[src/inc/per_defs.svh]
// Constants of the peripheral event router: widths, select codes, reset values, timing.
// Overview of operation
// - Up to six event channels run in parallel, each carrying its own event.
// - One selected generator drives each channel; any number of users may listen.
// - A per-channel generator select steers the input multiplexer of that channel.
// - Each user has its own listener select choosing which channel it hears.
// - Each channel has async and sync subchannels; users take the matching one.
// - Asynchronous sources pass a peripheral-clock synchroniser before the sync subchannel.
// - The synchroniser delays an asynchronous event by two to three clock cycles.
// - Channel events can drive one digital event output pin per I/O port.
// - Routing keeps working in active, idle and standby sleep modes.
// - Software may inject an event onto a channel besides hardware generators.
// - After reset no channel is connected to any generator.
// - A synchronous pulse from the peripheral clock lasts exactly one cycle.
`ifndef PER_DEFS_SVH
`define PER_DEFS_SVH

`define PER_SEL_W         8
`define PER_SEL_NONE      8'h00
`define PER_SEL_FIRST     8'h01
`define PER_MAX_ITEMS     255
`define PER_NUM_CHANNELS  6
`define PER_NUM_GENS      16
`define PER_NUM_USERS     8
`define PER_NUM_PORTS     2
`define PER_SYNC_STAGES   2
`define PER_EVENT_IDLE    1'b0

`endif

[src/inc/per_pkg.sv]
// Types shared by the peripheral event router files.
`include "per_defs.svh"

package per_pkg;

  typedef logic [`PER_SEL_W-1:0] per_sel_t;

  typedef logic [`PER_SYNC_STAGES-1:0] per_sync_chain_t;

endpackage : per_pkg

[src/verilog/per_router.sv]
// Peripheral event router: generator muxes, channel subchannels, listener and pin muxes.
`timescale 1ns/100ps
`default_nettype none
`include "per_defs.svh"

module per_router #(
  parameter int                     NUM_CHANNELS = `PER_NUM_CHANNELS,
  parameter int                     NUM_GENS     = `PER_NUM_GENS,
  parameter int                     NUM_USERS    = `PER_NUM_USERS,
  parameter int                     NUM_PORTS    = `PER_NUM_PORTS,
  // Bit g set marks generator g as asynchronous to the peripheral clock
  parameter logic [NUM_GENS-1:0]    GEN_IS_ASYNC = '0
) (
  input  wire logic                              CORE_CLK_I,
  input  wire logic                              RST_I,
  input  wire logic [NUM_GENS-1:0]               GEN_EVENT_I,
  input  wire logic [NUM_CHANNELS-1:0]           SW_EVENT_I,
  input  wire logic [NUM_CHANNELS*`PER_SEL_W-1:0] GENERATOR_SELECT_I,
  input  wire logic [NUM_USERS*`PER_SEL_W-1:0]   LISTENER_SELECT_I,
  input  wire logic [NUM_PORTS*`PER_SEL_W-1:0]   EVENT_PIN_SELECT_I,
  output logic      [NUM_CHANNELS-1:0]           CHANNEL_ASYNC_O,
  output logic      [NUM_CHANNELS-1:0]           CHANNEL_SYNC_O,
  output logic      [NUM_USERS-1:0]              USER_ASYNC_O,
  output logic      [NUM_USERS-1:0]              USER_SYNC_O,
  output logic      [NUM_PORTS-1:0]              EVENT_PIN_OUTPUT_O,
  output logic      [NUM_PORTS-1:0]              EVENT_PIN_OE_O
);

  // Select values are 8 bits wide, so no more than 255 items can be addressed
  generate
    if (NUM_CHANNELS < 1 || NUM_CHANNELS > `PER_MAX_ITEMS) begin : g_bad_channels
      $error("per_router: NUM_CHANNELS out of range");
    end
    if (NUM_GENS < 1 || NUM_GENS > `PER_MAX_ITEMS) begin : g_bad_gens
      $error("per_router: NUM_GENS out of range");
    end
    if (NUM_USERS < 1 || NUM_PORTS < 1) begin : g_bad_users
      $error("per_router: NUM_USERS and NUM_PORTS must be at least one");
    end
  endgenerate

  // Select value 0 is "none"; value k picks generator k-1; larger values pick nothing
  function automatic logic gen_pick(input per_pkg::per_sel_t sel,
                                    input logic [NUM_GENS-1:0] ev);
    logic hit;
    hit = `PER_EVENT_IDLE;
    for (int g = 0; g < NUM_GENS; g++) begin
      if (sel == per_pkg::per_sel_t'(g + 1)) begin
        hit = ev[g];
      end
    end
    return hit;
  endfunction : gen_pick

  // Select value 0 is "none"; value k picks channel k-1; unknown channels stay silent
  function automatic logic chan_pick(input per_pkg::per_sel_t sel,
                                     input logic [NUM_CHANNELS-1:0] ch);
    logic hit;
    hit = `PER_EVENT_IDLE;
    for (int c = 0; c < NUM_CHANNELS; c++) begin
      if (sel == per_pkg::per_sel_t'(c + 1)) begin
        hit = ch[c];
      end
    end
    return hit;
  endfunction : chan_pick

  function automatic logic chan_valid(input per_pkg::per_sel_t sel);
    return (sel >= `PER_SEL_FIRST) && (sel <= per_pkg::per_sel_t'(NUM_CHANNELS));
  endfunction : chan_valid

  // Generator events as seen on the peripheral clock
  logic [NUM_GENS-1:0] gen_clocked;

  genvar gi;
  generate
    for (gi = 0; gi < NUM_GENS; gi++) begin : g_gen
      if (GEN_IS_ASYNC[gi]) begin : g_async
        per_sync u_sync (
          .clk_i   (CORE_CLK_I),
          .rst_i   (RST_I),
          .async_i (GEN_EVENT_I[gi]),
          .sync_o  (gen_clocked[gi])
        );
      end else begin : g_sync
        // Already on the peripheral clock: no extra delay, pulse width kept
        assign gen_clocked[gi] = GEN_EVENT_I[gi];
      end
    end
  endgenerate

  // Asynchronous subchannel: pure gates, so it still carries events when the
  // peripheral clock is stopped in sleep; it and USER_ASYNC_O are the only outputs not taken from a flop
  logic [NUM_CHANNELS-1:0] chan_async;

  always_comb begin
    chan_async = '0;
    for (int c = 0; c < NUM_CHANNELS; c++) begin
      chan_async[c] = gen_pick(GENERATOR_SELECT_I[c*`PER_SEL_W +: `PER_SEL_W],
                               GEN_EVENT_I)
                      | SW_EVENT_I[c];
    end
  end

  assign CHANNEL_ASYNC_O = chan_async;

  // Synchronous subchannel and everything that listens to it share one flop stage,
  // so a one-cycle generator pulse stays one cycle wide at every sync listener
  logic [NUM_CHANNELS-1:0] chan_sync;
  logic [NUM_CHANNELS-1:0] next_chan_sync;
  logic [NUM_USERS-1:0]    user_sync;
  logic [NUM_USERS-1:0]    next_user_sync;
  logic [NUM_PORTS-1:0]    pin_out;
  logic [NUM_PORTS-1:0]    next_pin_out;
  logic [NUM_PORTS-1:0]    pin_oe;
  logic [NUM_PORTS-1:0]    next_pin_oe;

  always_comb begin
    next_chan_sync = '0;
    for (int c = 0; c < NUM_CHANNELS; c++) begin
      next_chan_sync[c] = gen_pick(GENERATOR_SELECT_I[c*`PER_SEL_W +: `PER_SEL_W],
                                   gen_clocked)
                          | SW_EVENT_I[c];
    end
  end

  always_comb begin
    next_user_sync = '0;
    for (int u = 0; u < NUM_USERS; u++) begin
      next_user_sync[u] = chan_pick(LISTENER_SELECT_I[u*`PER_SEL_W +: `PER_SEL_W],
                                    next_chan_sync);
    end
  end

  always_comb begin
    next_pin_out = '0;
    next_pin_oe  = '0;
    for (int p = 0; p < NUM_PORTS; p++) begin
      next_pin_out[p] = chan_pick(EVENT_PIN_SELECT_I[p*`PER_SEL_W +: `PER_SEL_W],
                                  next_chan_sync);
      next_pin_oe[p]  = chan_valid(EVENT_PIN_SELECT_I[p*`PER_SEL_W +: `PER_SEL_W]);
    end
  end

  always_ff @(posedge CORE_CLK_I) begin
    if (RST_I) begin
      chan_sync <= '0;
      user_sync <= '0;
      pin_out   <= '0;
      pin_oe    <= '0;
    end else begin
      chan_sync <= next_chan_sync;
      user_sync <= next_user_sync;
      pin_out   <= next_pin_out;
      pin_oe    <= next_pin_oe;
    end
  end

  assign CHANNEL_SYNC_O     = chan_sync;
  assign USER_SYNC_O        = user_sync;
  assign EVENT_PIN_OUTPUT_O = pin_out;
  assign EVENT_PIN_OE_O     = pin_oe;

  // Async listeners see no flop at all; a generator feeding a sync listener from an
  // async source must hold its level for a full clock so the synchroniser catches it
  always_comb begin
    USER_ASYNC_O = '0;
    for (int u = 0; u < NUM_USERS; u++) begin
      USER_ASYNC_O[u] = chan_pick(LISTENER_SELECT_I[u*`PER_SEL_W +: `PER_SEL_W],
                                  chan_async);
    end
  end

endmodule : per_router

`default_nettype wire

[src/verilog/per_sync.sv]
// Two-stage synchroniser bringing one asynchronous event onto the peripheral clock.
`timescale 1ns/100ps
`default_nettype none
`include "per_defs.svh"

module per_sync (
  input  wire logic clk_i,
  input  wire logic rst_i,
  input  wire logic async_i,
  output logic      sync_o
);

  per_pkg::per_sync_chain_t chain;
  per_pkg::per_sync_chain_t next_chain;

  // Stage 0 is read only by stage 1, so metastability never reaches logic
  always_comb begin
    next_chain = {chain[`PER_SYNC_STAGES-2:0], async_i};
  end

  always_ff @(posedge clk_i) begin
    if (rst_i) begin
      chain <= {`PER_SYNC_STAGES{`PER_EVENT_IDLE}};
    end else begin
      chain <= next_chain;
    end
  end

  assign sync_o = chain[`PER_SYNC_STAGES-1];

endmodule : per_sync

`default_nettype wire

[config.mk]
export PLATFORM = sky130hd
export DESIGN_NAME = per_router
export DESIGN_NICKNAME = d
export VERILOG_FILES = /design/src/inc/per_pkg.sv /design/src/verilog/per_router.sv /design/src/verilog/per_sync.sv
export VERILOG_INCLUDE_DIRS = /design/src /design/src/inc
export SDC_FILE = /design/constraint.sdc
export NUM_CORES = 1
export LEC_CHECK = 0
export ABC_AREA = 1
export BUFFER_PORTS_ARGS = -buffer_cell sky130_fd_sc_hd__buf_4
export CAP_MARGIN = 10
export CORE_ASPECT_RATIO = 0.8
export CORE_UTILIZATION = 40
export DETAILED_ROUTE_END_ITERATION = 10
export GPL_TIMING_DRIVEN = 1
export PLACE_DENSITY = 0.75
export SETUP_SLACK_MARGIN = 0.05
export SLEW_MARGIN = 20
export SYNTH_ARGS = -nofsm -noshare
export SYNTH_HDL_FRONTEND = slang
export SYNTH_SLANG_ARGS = --single-unit
[constraint.sdc]
create_clock -name CORE_CLK_I -period 3 [get_ports CORE_CLK_I]
set_input_delay 0.45 -clock CORE_CLK_I [delete_from_list [all_inputs] [get_ports CORE_CLK_I]]
set_output_delay 0.45 -clock CORE_CLK_I [all_outputs]
set_load 0.02 [all_outputs]
==> results.cfg, run 1 <==
[outcome]
status = completed

[timing]
period_share_pct = 83.8
setup-tns-final_ns = 0
drv_slew = 0
tightest_slew_ns = 0.607
fmax_ghz = 0.398
rsz0062_at_grt = false
setup_viol_count_final = 0
relSlewSlack_pct = 59.5
finalHoldViolations = 0
min_period_ns = 2.52

[critical_path]
cp-end-kind = output port
cp-startpoint = GENERATOR_SELECT_I[15]
cp-start-kind = input port
cp_cell_sequence = buf_4, or2_2, nor3_1, nand3_2, nand2_2, nand2_1, nand2_1, nor2_1, nand3_1, nand2_1, inv_1, buf_4
cp_slowest_stage_delay_ns = 0.29
critPathMaxFanout = 11
cp.required_ns = 2.55
crit_type = input port to output port
critPathTopFamily = simple AND/OR/NAND/NOR gates
crit_path_frequent_cell = nand2_1
crit_slowest_cell = or2_2
critical_path_arrival_ns = 2.07
critPathBufInv = 3

[die]
die-area_um2 = 8080
die_height_um = 80.6
core_um2 = 7430
die_w_um = 100
row_count = 28
pin_count = 184
start_util_pct = 41.6

[placement]
dpl.cell_count = 896
dpl.hpwl_um = 9440
gp_congestion = 0.978
port_buffers = 183

[drt]
drt_iter0_markers = 237
num_vias = 4554
drc = 0
avgViaCountPerCell = 5.06
drt-pass1-iter-count = 5
wl_per_cell_um = 12.8
totalWireLength_um = 11600
antenna_left = 0

[cells_and_area]
stdcell_count = 900
nFillCells = 788
antenna_cells = 0
finalNetCount = 948
drive_gt1_share_pct = 28.7
syn_to_final_growth_pct = 48.4

[global_route]
antenna_found_initial = 0
track_usage_pct = 27.7
grt_pass1_wl_um = 18100
grt_max_degree = 15
grt_remaining_overflow = 0
grt_pass1_vias = 3986

[clock_tree]
clk_path_buf_depth = 2
cts.sinks = 18
cts_resized = 0
post-cts-setup-buffers = 0
cts_tree = built
htreeDepth = 1
numCtsBuffers = 3
hold_buffers = 0
cts_root_buffer = clkbuf_8
clkSlewWorstSetupHoldPaths_ns = 0.08

[synthesis]
async_reset_ff_share_pct = 0
ys_ff_latch = 18
ys.warnings.count = 0
syn_area_um2 = 3090
avgSynthCellArea_um2 = 5.00
synth_cell_types = 29
synth_edf_count = 0
synth.area.top_cells = nand2_1, nand3_1, dfxtp_1
yosysTopAreaCell = nand2_1
yosysSeqAreaShare_pct = 11.7
yosysTopAreaCellShare_pct = 22.2
synthFlopType = dfxtp_1
synth.net_count = 770
synthCells = 618

[power]
power_density_nw_per_um2 = 206
vdd_ir_drop_max_mv = 0.175
power_leakage_uw = 0.00252

[flow_run]
cap_violations = 0

[min_path]
min-delay-start = SW_EVENT_I[0]
min_path_type = input port to flop
per-stage QoR:
stage / utilization, % / cell area [um^2] / power, uW / hold WS, ns / setup WS, ns
after floorplan: - / 3090 / 470 / 0.519 / 0.859
after global placement: 61.0 / 4530 / 714 / 0.738 / 0.574
after detailed placement: 61.0 / 4530 / 723 / 0.738 / 0.482
after CTS: 61.7 / 4580 / 941 / 0.468 / 0.476
after global routing: 61.7 / 4580 / 999 / 0.479 / 0.342
final: 61.7 / 4580 / 944 / 0.472 / 0.485
kinds of logic after synthesis:
group | share of synthesized area, %
AND/OR/NAND/NOR | 64.1
buffers and inverters | 15.0
flip-flops | 11.7
AO/OA/AOI/OAI | 9.20
placed cells by master (no fill, tap or decap):
cell type / n
nand3_2: 10
o31ai_1: 1
o21ai_1: 4
a41oi_1: 3
inv_2: 8
nor2_2: 4
nand4_1: 8
nor3b_1: 5
nand2_1: 183
inv_1: 96
nand3_1: 78
a31oi_4: 1
a41oi_2: 2
nand3b_1: 1
nor3_1: 24
or2_2: 7
a31oi_1: 3
a21oi_1: 20
buf_4: 184
nand2_4: 1
dfxtp_1: 18
clkbuf_8: 4
nor4_1: 17
nand2_2: 7
o21ai_0: 10
o21bai_1: 1
nor2_1: 95
synth_stat cells (2+ instances only):
library cell,instances
buf_6,2
dfxtp_1,18
nor3_1,24
nor3b_1,5
o21ai_1,4
inv_1,96
nand3_2,10
a31oi_1,3
nand3_1,78
nor2_2,4
inv_2,8
nor2_1,95
a41oi_2,2
buf_2,5
nand2_2,7
or2_2,7
o21ai_0,10
nand2_1,183
nor4_1,17
a21oi_1,20
buf_4,3
a41oi_1,3
nand4_1,8
worst min-delay path, stage by stage:
cell     delay, ns
buf_4         0.08
nor2_1        0.05
a21oi_1       0.12
metal layers:
metal,up-vias,global-route usage [%],part of all wire [%]
met1,2003,37.6,45
met2,205,47.3,46
li1,2334,-,-
met3,12,3.48,7.8
met5,-,0,0
met4,0,4.78,1.1
flip-flops by register name, summed over array words and instances, names as in the netlist:
signal,cells
CHANNEL_SYNC_O,6
EVENT_PIN_OE_O,2
EVENT_PIN_OUTPUT_O,2
USER_SYNC_O,8
area by class of cell:
class,instances,area (um^2),area share (%)
Clock buffer,4,55.1,1.20
Inverter,104,390,8.52
Multi-Input combinational cell,485,2260,49.4
Sequential cell,18,360,7.86
Tap cell,105,131,2.87
Timing Repair Buffer,184,1380,30.1
worst paths after layout:
kind | slack, ns | end | cells after the start
setup / recovery | 0.48 | USER_ASYNC_O[6] | 12
hold / removal | 0.47 | CHANNEL_SYNC_O[0] | 3
report_power, final:
| group | internal (uW) | switching [uW] |
|---|---|---|
| registers | 245 | 2.24 |
| logic | 219 | 256 |
| clock network | 117 | 104 |
Power figures use the tool's default switching activity.
==> inputs of run 2 (changes only) <==
- PLACE_DENSITY: 0.75 -> 0.78
- clock period: 3 -> 2.2 ns (I/O delays scaled with it)
==> results.cfg, run 2 (synthesis gave the netlist of run 1 again) <==
[timing]
relSlewSlack_pct = 68.2
period_share_pct = 95.2
min_period_ns = 2.09
setup_viol_count_final = 0
finalHoldViolations = 0
rsz0062_at_grt = true
tightest_slew_ns = 0.472
setup-tns-final_ns = 0
fmax_ghz = 0.478
drv_slew = 0

[clock_tree]
cts.sinks = 18
numCtsBuffers = 3
clk_path_buf_depth = 2
cts_root_buffer = clkbuf_8
htreeDepth = 1
cts_tree = built
clkSlewWorstSetupHoldPaths_ns = 0.07

[die]
die_height_um = 80.6
row_count = 28
core_um2 = 7430
start_util_pct = 41.6
pin_count = 184
die_w_um = 100
die-area_um2 = 8080

[power]
power_density_nw_per_um2 = 270
vdd_ir_drop_max_mv = 0.219
power_leakage_uw = 0.00269

[global_route]
grt_pass1_wl_um = 18500
grt_max_degree = 15
antenna_found_initial = 0
grt_pass1_vias = 4133
track_usage_pct = 28.7
grt_remaining_overflow = 0

[placement]
port_buffers = 183
gp_congestion = 0.978
placed_area_um2 = 4620
dpl.hpwl_um = 9680

[min_path]
hold-path-endpoint = CHANNEL_SYNC_O[1]
min-delay-start = SW_EVENT_I[1]
min_path_cells = 3
min_path_type = input port to flop

[cells_and_area]
layout_commonest_cell = buf_4
fin_area_um2 = 5070
drive_gt1_share_pct = 37.2
antenna_cells = 0
finalNetCount = 972
multi_input_area_um2 = 2500
syn_to_final_growth_pct = 64.2
seqCellArea_um2 = 360
final_cell_mix = buf_4, nand2_1, nor2_1
largest_reg_flops = 8
nFillCells = 672

[drt]
totalWireLength_um = 12500
wl_met3_um = 1250
drt_iter0_markers = 225
top_layer_used = met4
avgViaCountPerCell = 5.17
num_vias = 4779
drt-pass1-iter-count = 5
met1Wirelength_um = 5210
drc = 0
dr_wl_met2_um = 5830
wl_per_cell_um = 13.6
antenna_left = 0

[critical_path]
cp.required_ns = 1.87
crit_slowest_cell = buf_4
cp_cell_sequence = buf_4, inv_4, nand3_1, nand2_1, inv_1, a21oi_2, nand2_2, nand3_4, nand2_4, buf_4, nand2_1, nand3_2, nor2_2, nand3_2, buf_6
cp_slowest_stage_delay_ns = 0.16
cp-end-kind = output port
crit_type = input port to output port
cp-start-kind = input port
critPathMaxFanout = 5
critical_path_arrival_ns = 1.76

[flow_run]
cap_violations = 0

[outcome]
status = completed
==> run 2: cell types whose count changed in the layout (fill, tap and decap cells not counted), sizes merged <==
cell / before / now
inv: 104 / 103
buf: 184 / 207
nand2: 191 / 192
clkinvlp: 0 / 1
==> run 2: area by class of cell <==
type / instances / share of cell area, %
inverter: 104 / 8.02
multi-input combinational: 486 / 49.4
tap: 105 / 2.59
sequential: 18 / 7.11
clock buffer: 4 / 1.09
timing repair buffer: 207 / 31.8
==> run 2: where the power goes <==
group | leakage, uW | switching [uW] | internal (uW)
combinational | 0.00251 | 400 | 346
sequential | 0.000147 | 3.54 | 334
clock | 0.0000288 | 128 | 160
==> run 2: worst max path at each step <==
| stage | startpoint | endpoint | slack (ns) | depth (start not counted) |
|---|---|---|---|---|
| finish | GEN_EVENT_I[13] | USER_ASYNC_O[4] | 0.11 | 15 |
| global placement | GEN_EVENT_I[13] | USER_ASYNC_O[0] | 0.11 | 14 |
| detailed placement | GEN_EVENT_I[13] | USER_ASYNC_O[6] | 0.06 | 16 |
| global route | GEN_EVENT_I[13] | USER_ASYNC_O[6] | 0.02 | 16 |
| CTS | GEN_EVENT_I[13] | USER_ASYNC_O[0] | 0.05 | 14 |
| floorplan | GENERATOR_SELECT_I[26] | USER_ASYNC_O[6] | 0.30 | 14 |
==> run 2: timing repair <==
item | 4_1_cts | 5_1_grt
resized for setup | 0 | 88
endpoints found under the setup margin | 0 | 8
hold endpoints to repair | 0 | 0
buffers inserted | 0 | 11
hold buffers | 0 | 0
==> run 2: per-stage QoR <==
stage                     instances  utilization [%]  power (uW)  setup WS, ns  hold slack [ns]
after global placement          908             62.2         992         0.110            0.621
final                           924             68.3        1370         0.107            0.354
after CTS                       912             62.9        1290        0.0527            0.360
after floorplan                 618                -         641         0.299            0.399
after global routing            924             68.3        1460        0.0172            0.362
after detailed placement        908             62.2        1000        0.0591            0.629
==> run 2: routing by layer <==
| metal | vias to the layer above | global-route usage (%) |
|---|---|---|
| li1 | 2394 | - |
| met1 | 2093 | 37.1 |
| met2 | 262 | 47.9 |
| met3 | 30 | 5.92 |
| met4 | 0 | 8.12 |
| met5 | - | 0 |
==> run 2: critical path: cells and delay by family <==
kind	cells	cell delay, ns
and+or+nand+nor	9	0.74
AOI/OAI and AO/OA	1	0.14
buffers and inverters	5	0.55
==> inputs of run 3 (changes only) <==
--- a/config.mk
+++ b/config.mk
@@ -16,3 +16,3 @@
 export PLACE_DENSITY = 0.78
-export SETUP_SLACK_MARGIN = 0.05
+export SETUP_SLACK_MARGIN = 0.15
 export SLEW_MARGIN = 20
==> constraint.sdc (replaced) <==
create_clock -name CORE_CLK_I -period 2.2 [get_ports CORE_CLK_I]
set_input_delay 0.11 -clock CORE_CLK_I [delete_from_list [all_inputs] [get_ports CORE_CLK_I]]
set_output_delay 0.11 -clock CORE_CLK_I [all_outputs]
set_load 0.02 [all_outputs]
==> results.cfg, run 3 (synthesis gave the netlist of run 1 again) <==
[cells_and_area]
fin_area_um2 = 4580
largest_reg_flops = 8
syn_to_final_growth_pct = 48.4
stdcell_count = 900
seqCellArea_um2 = 360
drive_gt1_share_pct = 28.7
finalNetCount = 948
antenna_cells = 0
final_cell_mix = buf_4, nand2_1, inv_1
multi_input_area_um2 = 2260
nFillCells = 717
layout_commonest_cell = buf_4

[global_route]
grt_max_degree = 15
antenna_found_initial = 0
grt_pass1_wl_um = 18400
grt_pass1_vias = 4061
track_usage_pct = 28.1
grt_remaining_overflow = 0

[placement]
dpl.hpwl_um = 9530
placed_area_um2 = 4530
port_buffers = 183
gp_congestion = 0.970
dpl.cell_count = 896

[critical_path]
cp.required_ns = 2.09
cp-end-kind = output port
critPathTopFamily = simple AND/OR/NAND/NOR gates
cp_slowest_stage_delay_ns = 0.19
critPathMaxFanout = 11
critical_path_arrival_ns = 1.68
crit_type = input port to output port
cp-start-kind = input port
crit_slowest_cell = o21ai_1
critPathBufInv = 5
cp_cell_sequence = buf_4, inv_1, nand3_1, nand2_1, inv_1, a21oi_1, nand2_1, nand3_2, nand2_2, nand2_1, nand3_1, o21ai_1, inv_1, buf_4

[drt]
drt_iter0_markers = 261
num_vias = 4601
avgViaCountPerCell = 5.11
drc = 0
totalWireLength_um = 11700
drt-pass1-iter-count = 5
antenna_left = 0
wl_per_cell_um = 13.0

[clock_tree]
numCtsBuffers = 3
post-cts-setup-buffers = 0
htreeDepth = 1
cts_resized = 0
hold_buffers = 0
clk_path_buf_depth = 2
cts_root_buffer = clkbuf_8
cts_tree = built
cts.sinks = 18
clkSlewWorstSetupHoldPaths_ns = 0.08

[power]
power_density_nw_per_um2 = 279
vdd_ir_drop_max_mv = 0.219
power_leakage_uw = 0.00252
p_total_uw = 1280

[flow_run]
cap_violations = 0

[timing]
drv_slew = 0
finalHoldViolations = 0
tightest_slew_ns = 0.494
fmax_ghz = 0.558
setup-tns-final_ns = 0
period_share_pct = 81.5
min_period_ns = 1.79
relSlewSlack_pct = 67.1
setup_viol_count_final = 0
rsz0062_at_grt = false

[outcome]
status = completed

[min_path]
min_path_type = input port to flop

[die]
pin_count = 184
die-area_um2 = 8080
row_count = 28
die_height_um = 80.6
die_w_um = 100
core_um2 = 7430
start_util_pct = 41.6
[run 3: tightest hold or removal path, stage by stage]
cell     delay [ns]
buf_4          0.09
nor3_1         0.04
nand2_1        0.08
a21oi_1        0.06
[run 3: area by class of cell]
class	instances	share of cell area (%)
clock buffers	4	1.20
well taps	105	2.87
repair buffers	184	30.1
inverters	104	8.52
multi-input cells	485	49.4
flip-flops and latches	18	7.86
[run 3: path summary, 6_finish.rpt]
kind                              start         endpoint  cells past startpoint
setup / recovery        GEN_EVENT_I[13]  USER_ASYNC_O[0]                     14
hold / removal    LISTENER_SELECT_I[27]   USER_SYNC_O[3]                      4
[run 3: layer usage]
layer  wire length, um  track usage [%]  vias to the layer above
met4               244             6.96                        0
li1                  -                -                     2330
met1              5050             36.6                     1998
met3              1070             4.79                       33
met2              5360             48.0                      240
met5                 0                0                        -
[run 3: stage by stage]
| stage | worst slack, ns | hold slack [ns] | utilization (%) |
|---|---|---|---|
| global route | 0.215 | 0.153 | 61.7 |
| CTS | 0.437 | 0.144 | 61.7 |
| detailed placement | 0.450 | 0.409 | 61.0 |
| global placement | 0.443 | 0.402 | 61.0 |
| floorplan | 0.738 | 0.179 | - |
| finish | 0.408 | 0.151 | 61.7 |
[run 3: power breakdown]
| part | switching, uW | internal [uW] |
|---|---|---|
| Clock | 131 | 160 |
| Sequential | 3.11 | 334 |
| Combinational | 353 | 299 |
| Total | 487 | 792 |
